`src/common/bsc_pkg.sv`:
```
// Package of constants for the bit-operation, skip and call execution block.
`default_nettype none
package bsc_pkg;
  // ==========================================================================
  // Widths
  localparam int INSTR_W = 13;
  localparam int PC_W = 11;
  localparam int REG_ADDR_W = 6;
  localparam int DATA_W = 8;
  localparam int BIT_SEL_W = 3;
  localparam int CALL_IMM_W = 10;
  // ==========================================================================
  // Opcode fields: bit ops use [12:9] opcode, [8:6] bit, [5:0] register.
  localparam int OPC_HI = 12;
  localparam int OPC_LO = 9;
  localparam int BIT_HI = 8;
  localparam int BIT_LO = 6;
  localparam int REG_HI = 5;
  localparam int REG_LO = 0;
  localparam int CALL_OPC_HI = 12;
  localparam int CALL_OPC_LO = 10;
  localparam int IMM_HI = 9;
  localparam int PAGE_BIT = 2;
  localparam logic [3:0] OPC_BIT_CLEAR = 4'h4;
  localparam logic [3:0] OPC_BIT_SET = 4'h5;
  localparam logic [3:0] OPC_SKIP_CLEAR = 4'h6;
  localparam logic [3:0] OPC_SKIP_SET = 4'h7;
  localparam logic [2:0] OPC_CALL = 3'h6;
  localparam logic [12:0] NOP_WORD = 13'h0000;
  localparam logic [10:0] PC_RESET = 11'h000;
  localparam logic [10:0] PC_ONE = 11'h001;
  localparam logic [7:0] DATA_ONE = 8'h01;
  typedef enum logic [1:0] {ST_RUN, ST_FLUSH} bsc_state_t;
endpackage
`default_nettype wire

```
`src/logic/bsc_bit_unit.sv`:
```
// Bit modify and bit test datapath for one register byte.
`timescale 1ns/1ns
`default_nettype none
module bsc_bit_unit
  import bsc_pkg::*;
(
  // Operand
  input wire logic [DATA_W-1:0] dataIn,
  input wire logic [BIT_SEL_W-1:0] bitSel,
  // Results
  output logic [DATA_W-1:0] clearedData,
  output logic [DATA_W-1:0] setData,
  output logic bitValue
);
  logic [DATA_W-1:0] mask;
  always_comb begin
    mask = DATA_ONE << bitSel;
    clearedData = dataIn & ~mask;
    setData = dataIn | mask;
    bitValue = |(dataIn & mask);
  end
endmodule
`default_nettype wire

```
`src/logic/bsc_exec.sv`:
```
// Execution of bit clear, bit set, bit test skips and subroutine call.
// Operation
// - Bit clear zeroes the chosen bit of the addressed register and keeps the other seven.
// - Bit set makes the chosen bit one in a single cycle with no flag change.
// - Skip-if-clear suppresses the next instruction when the tested bit is zero.
// - On that skip the prefetched word is replaced by a NOP, giving two cycles, else one.
// - Skip-if-set suppresses the next instruction when the tested bit is one, no flag change.
// - On that skip the prefetched word becomes a NOP, giving two cycles instead of one.
// - A call first pushes the program counter plus one onto the return stack.
// - A call loads its 10-bit operand into counter bits 9..0 and page buffer bit 2 into bit 10.
// - A call takes two cycles and changes no status flag.
`timescale 1ns/1ns
`default_nettype none
module bsc_exec
  import bsc_pkg::*;
(
  // Clock and reset
  input wire logic clock,
  input wire logic rst_n,
  // Fetch path
  input wire logic [INSTR_W-1:0] fetchWord,
  input wire logic [DATA_W-1:0] pageHighBuffer,
  // Register file read port, combinational on regAddr
  input wire logic [DATA_W-1:0] regReadData,
  output logic [REG_ADDR_W-1:0] regAddr,
  // Register file write port
  output logic regWrite,
  output logic [REG_ADDR_W-1:0] regWriteAddr,
  output logic [DATA_W-1:0] regWriteData,
  // Stack and program counter
  output logic stackPush,
  output logic [PC_W-1:0] stackData,
  output logic [PC_W-1:0] progCounter,
  // Status
  output logic flagWrite,
  output logic busy
);
  // ==========================================================================
  // Decode of the word in execute
  logic [3:0] opcode;
  logic [BIT_SEL_W-1:0] bitSel;
  logic [REG_ADDR_W-1:0] addrField;
  logic isClear, isSet, isSkipClr, isSkipSet, isCall;
  logic [DATA_W-1:0] clearedData, setData;
  logic bitValue;
  logic skipTaken;

  bsc_state_t state_reg, state_next;
  logic [INSTR_W-1:0] execWord;
  logic [PC_W-1:0] pc_reg, pc_next;
  logic regWrite_reg, regWrite_next;
  logic [REG_ADDR_W-1:0] wAddr_reg, wAddr_next;
  logic [DATA_W-1:0] wData_reg, wData_next;
  logic push_reg, push_next;
  logic [PC_W-1:0] stack_reg, stack_next;
  logic busy_reg, busy_next;
  logic flag_reg, flag_next;
  logic [DATA_W-1:0] operand;

  // In flush state the prefetched word is discarded and a NOP executes.
  assign execWord = (state_reg == ST_FLUSH) ? NOP_WORD : fetchWord;
  assign opcode = execWord[OPC_HI:OPC_LO];
  assign bitSel = execWord[BIT_HI:BIT_LO];
  assign addrField = execWord[REG_HI:REG_LO];
  assign isClear = (opcode == OPC_BIT_CLEAR);
  assign isSet = (opcode == OPC_BIT_SET);
  assign isSkipClr = (opcode == OPC_SKIP_CLEAR);
  assign isSkipSet = (opcode == OPC_SKIP_SET);
  assign isCall = (execWord[CALL_OPC_HI:CALL_OPC_LO] == OPC_CALL);

  // ==========================================================================
  // Operand forwarding
  // The register file commits a write at the edge after the write strobe, so a
  // bit operation on the same register in the very next cycle would still read
  // the old byte there. Forwarding the pending write keeps each bit operation a
  // true read-modify-write even when two of them hit one register back to back.
  assign operand = (regWrite_reg && (wAddr_reg == addrField)) ?
    wData_reg : regReadData;

  bsc_bit_unit u_bit (
    .dataIn(operand),
    .bitSel(bitSel),
    .clearedData(clearedData),
    .setData(setData),
    .bitValue(bitValue)
  );

  assign skipTaken = (isSkipClr && !bitValue) || (isSkipSet && bitValue);

  // ==========================================================================
  // Next-state logic
  always_comb begin
    state_next = ST_RUN;
    // The counter also steps in a flush cycle, which walks past the discarded word.
    pc_next = pc_reg + PC_ONE;
    regWrite_next = 1'b0;
    wAddr_next = addrField;
    wData_next = wData_reg;
    push_next = 1'b0;
    stack_next = stack_reg;
    busy_next = 1'b0;
    flag_next = 1'b0;
    // Only one class can decode at a time; the chain order just fixes the
    // priority should an unused encoding ever alias two of them.
    if (isClear) begin
      regWrite_next = 1'b1;
      wData_next = clearedData;
    end else if (isSet) begin
      regWrite_next = 1'b1;
      wData_next = setData;
    end else if (skipTaken) begin
      state_next = ST_FLUSH;
      busy_next = 1'b1;
    end else if (isCall) begin
      push_next = 1'b1;
      stack_next = pc_reg + PC_ONE;
      pc_next = {pageHighBuffer[PAGE_BIT], execWord[IMM_HI:0]};
      state_next = ST_FLUSH;
      busy_next = 1'b1;
    end
  end

  always_ff @(posedge clock) begin
    if (!rst_n) begin
      state_reg <= ST_RUN;
      pc_reg <= PC_RESET;
      regWrite_reg <= 1'b0;
      wAddr_reg <= '0;
      wData_reg <= '0;
      push_reg <= 1'b0;
      stack_reg <= PC_RESET;
      busy_reg <= 1'b0;
      flag_reg <= 1'b0;
    end else begin
      state_reg <= state_next;
      pc_reg <= pc_next;
      regWrite_reg <= regWrite_next;
      wAddr_reg <= wAddr_next;
      wData_reg <= wData_next;
      push_reg <= push_next;
      stack_reg <= stack_next;
      busy_reg <= busy_next;
      flag_reg <= flag_next;
    end
  end

  // The read address follows the decode combinationally so the modify sees current data.
  assign regAddr = addrField;
  assign regWrite = regWrite_reg;
  assign regWriteAddr = wAddr_reg;
  assign regWriteData = wData_reg;
  assign stackPush = push_reg;
  assign stackData = stack_reg;
  assign progCounter = pc_reg;
  assign busy = busy_reg;
  // None of these instructions touch status flags.
  assign flagWrite = flag_reg;
endmodule
`default_nettype wire

```
`config.mk`:
```
export PLATFORM = sky130hd
export DESIGN_NAME = bsc_exec
export DESIGN_NICKNAME = d
export VERILOG_FILES = /design/src/common/bsc_pkg.sv /design/src/logic/bsc_bit_unit.sv /design/src/logic/bsc_exec.sv
export SDC_FILE = /design/constraint.sdc
export NUM_CORES = 1
export LEC_CHECK = 0
export BUFFER_PORTS_ARGS = -buffer_cell sky130_fd_sc_hd__buf_2
export CORE_ASPECT_RATIO = 1.75
export CORE_MARGIN = 4
export CORE_UTILIZATION = 49
export DETAILED_ROUTE_END_ITERATION = 8
export PLACE_DENSITY = 0.87
export SLEW_MARGIN = 20
export SYNTH_ARGS = -nofsm -noshare
export SYNTH_HDL_FRONTEND = slang
export SYNTH_SLANG_ARGS = --single-unit
```
`constraint.sdc`:
```
create_clock -name clock -period 1.97 [get_ports clock]
set_clock_uncertainty 0.05 [all_clocks]
set_input_delay 0.197 -clock clock [delete_from_list [all_inputs] [get_ports clock]]
set_output_delay 0.197 -clock clock [all_outputs]
set_load 0.03 [all_outputs]
```
==> results by group <==
Route
  • Vias per cell: 5.60
  • Final ANT Viol Nets: 0
  • Pre-Repair DR Iteration Count: 4
  • DR vias: 2,066
  • DRC violations left: 0
  • Drt wl/cell: 15.0 µm
  • Final WL: 5540 µm
  • 1st-iter DRT viols: 90

GRT
  • GRT Resource Usage Total: 20.9%
  • First-pass GRT wire length: 8870 µm
  • Antenna violations before repair: 0
  • Vias in the first global route: 2,011
  • Largest net degree at the start of global routing: 26
  • GR Overflow Total: 0

Worst setup path
  • Req. time, crit path: 2.15 ns
  • Setup CP Type: flop to flop
  • Buf+Inv Stages, Crit Path: 1
  • R2r setup slk: 0.15 ns
  • CP delay by family, top: simple AND/OR/NAND/NOR gates
  • CP Max Fanout: 6
  • Worst Setup End Kind: flop
  • WP data arrival: 2.00 ns
  • Crit path cell chain: buf_6 -> or2_4 -> a222oi_1 -> nor3b_2 -> mux2i_1 -> xnor2_1 -> a41o_1
  • Startpoint Class: flop
  • Slowest stage cell, crit path: dfxtp_4
  • CP max stage delay: 0.37 ns

Synth
  • EDFF count, synth: 0
  • Most frequent cell after synthesis: dfxtp_1
  • Yosys reg bits: 39
  • Ys async rst share: 0%
  • Yosys warning count: 0
  • Synthesized area per cell: 8.46 µm²
  • Synth top area share: 38.1%
  • Synth top cells by count: dfxtp_1 (39), nand2_1 (38), nor2_1 (18), o211a_1 (17)
  • Area contributors post-synth: dfxtp_1 (38%), o211a_1 (8.3%), nand2_1 (7.0%)
  • Top FF cell, synth: dfxtp_1
  • Count of different cell masters after synthesis: 46
  • Sequential area share after synthesis: 38.1%
  • Mapped Cells: 242
  • Mapped Nets: 274
  • Area leader, netlist: dfxtp_1
  • Post-Syn Area: 2050 µm²

Timing
  • RSZ-0062 raised after global routing: no
  • Ratio of final minimum period to clock period: 92.4%
  • Final Hold Viols: 0
  • FMAX: 549 MHz
  • Period minus WS final: 1.82 ns
  • Slew Viols, Final: 0
  • Setup TNS: 0 ns
  • Final setup fails: 0

Placed design
  • RD Place Congestion: 0.945
  • Port bufs: 68
  • Dpl hpwl: 4170 µm

Floorplanning
  • Chip width: 56.9 µm
  • Io pins: 77
  • Chip height: 93.5 µm
  • # rows: 30
  • Starting Density: 52.0%
  • Core footprint: 3940 µm²
  • Die area: 5320 µm²

Final layout
  • Layout Utilization: 66.8%
  • Area Growth Syn to Fin: 28.6%
  • NumNets Final: 352
  • Layout filler cell count: 351
  • Multi-input logic area: 1170 µm²
  • Share of cells above drive strength 1: 31.5%
  • N_diodes: 0
  • Reg area: 785 µm²

Clock network
  • Root Driver: clkbuf_8
  • Clk sink count: 39
  • CTS buffer count: 5
  • Clock Latency Late Sink: 0.29 ns
  • CTS tree: yes
  • Clock transition at path regs: 0.07 ns
  • CTS H-tree depth: 2
  • Clock buffer depth: 2

Power
  • Power Total: 1960 µW
  • PwrDens: 745 nW/µm²
  • Max IR drop VDD: 0.633 mV
  • Lkg Pwr: 0.00141 µW

Run
  • Max-cap violations: 0

Worst hold path
  • Worst min path class: input pin to flop

Outcome
  • Status: finished clean
## worst register-to-register path, delay by kind of cell, from the launching register on
kind	cells	cell delay [ns]
DFF	1	0.37
muxes	1	0.11
buffers and inverters	1	0.13
and+or+nand+nor	2	0.46
xor gates and xnor gates	1	0.23
AOI/OAI and AO/OA	2	0.41
## timing repair
| item | CTS | global route |
|---|---|---|
| gates resized for setup | 0 | 6 |
| setup endpoints to repair | 0 | 4 |
| buffers inserted | 0 | 1 |
| hold buffers | 0 | 0 |
## metrics by stage
| step | setup WS, ns | instance area, µm² | cells | hold slack (ns) |
|---|---|---|---|---|
| after global routing | 0.0320 | 2630 | 369 | 0.0786 |
| after CTS | 0.0358 | 2620 | 368 | 0.0644 |
| after global placement | 0.0891 | 2500 | 360 | 0.362 |
| after floorplan | 0.0347 | 2050 | 242 | 0.269 |
| final | 0.149 | 2630 | 369 | 0.0716 |
| after detailed placement | 0.0340 | 2500 | 360 | 0.369 |
## cells in the final DEF, fill, tap and decap left out, types with 2 or more instances in the layout
cell	n
o31ai_1	2
mux2_1	2
a32oi_1	2
a21boi_1	2
xor2_1	5
and2b_1	2
nand2b_1	4
dfxtp_1	38
a22oi_1	5
o2bb2ai_1	7
and3_1	6
nor2_1	18
o211a_1	17
and2_1	7
a21oi_1	5
nor2b_1	6
nand2_1	38
xnor2_1	6
nor3_1	4
a22o_1	2
nor3b_1	2
buf_4	17
clkbuf_8	5
o21ai_0	7
inv_1	6
o21ai_1	7
buf_2	68
nand3_1	8
## where the power goes
group / switching, µW / total [µW] / internal [µW] / leakage [µW]
Combinational: 271 / 431 / 160 / 0.00103
Clock: 287 / 664 / 377 / 0.0000581
Sequential: 37.3 / 868 / 831 / 0.000320
## cell families after synthesis
| logic type | after synthesis | synth area share (%) |
|---|---|---|
| XOR/XNOR | 11 | 4.70 |
| other | 1 | 0.183 |
| AND/OR/NAND/NOR | 100 | 23.9 |
| AO/OA/AOI/OAI | 66 | 26.1 |
| adder cells (fa/ha/maj) | 1 | 0.611 |
| multiplexers | 3 | 1.59 |
| buffers and inverters | 21 | 4.76 |
| flip-flops | 39 | 38.1 |
## path summary, 6_finish.rpt
path / startpoint / end / cells past startpoint
max: state_reg[0] / state_reg[0] / 7
min: fetchWord[5] / regWriteAddr[5] / 2
max reg2reg: state_reg[0] / state_reg[0] / 7
min reg2reg: stackData[1] / stackData[1] / 2
## routing by layer
layer  part of all wire, %  GRT usage, %  vias to the layer above
met2                    55          40.1                       71
met1                    38          21.2                      966
met4                   1.8          10.1                        0
li1                      -             -                     1018
met3                   4.9          3.18                       11
met5                     0             0                        -
## layout make-up
| type | instances | area share (%) |
|---|---|---|
| Multi-Input combinational cell | 182 | 44.6 |
| Tap cell | 48 | 2.28 |
| Timing Repair Buffer | 86 | 18.2 |
| Clock buffer | 5 | 2.61 |
| Inverter | 6 | 0.855 |
| Sequential cell | 39 | 29.8 |
| Clock inverter | 3 | 1.66 |
Note: power is estimated with default switching activity, not from simulation.
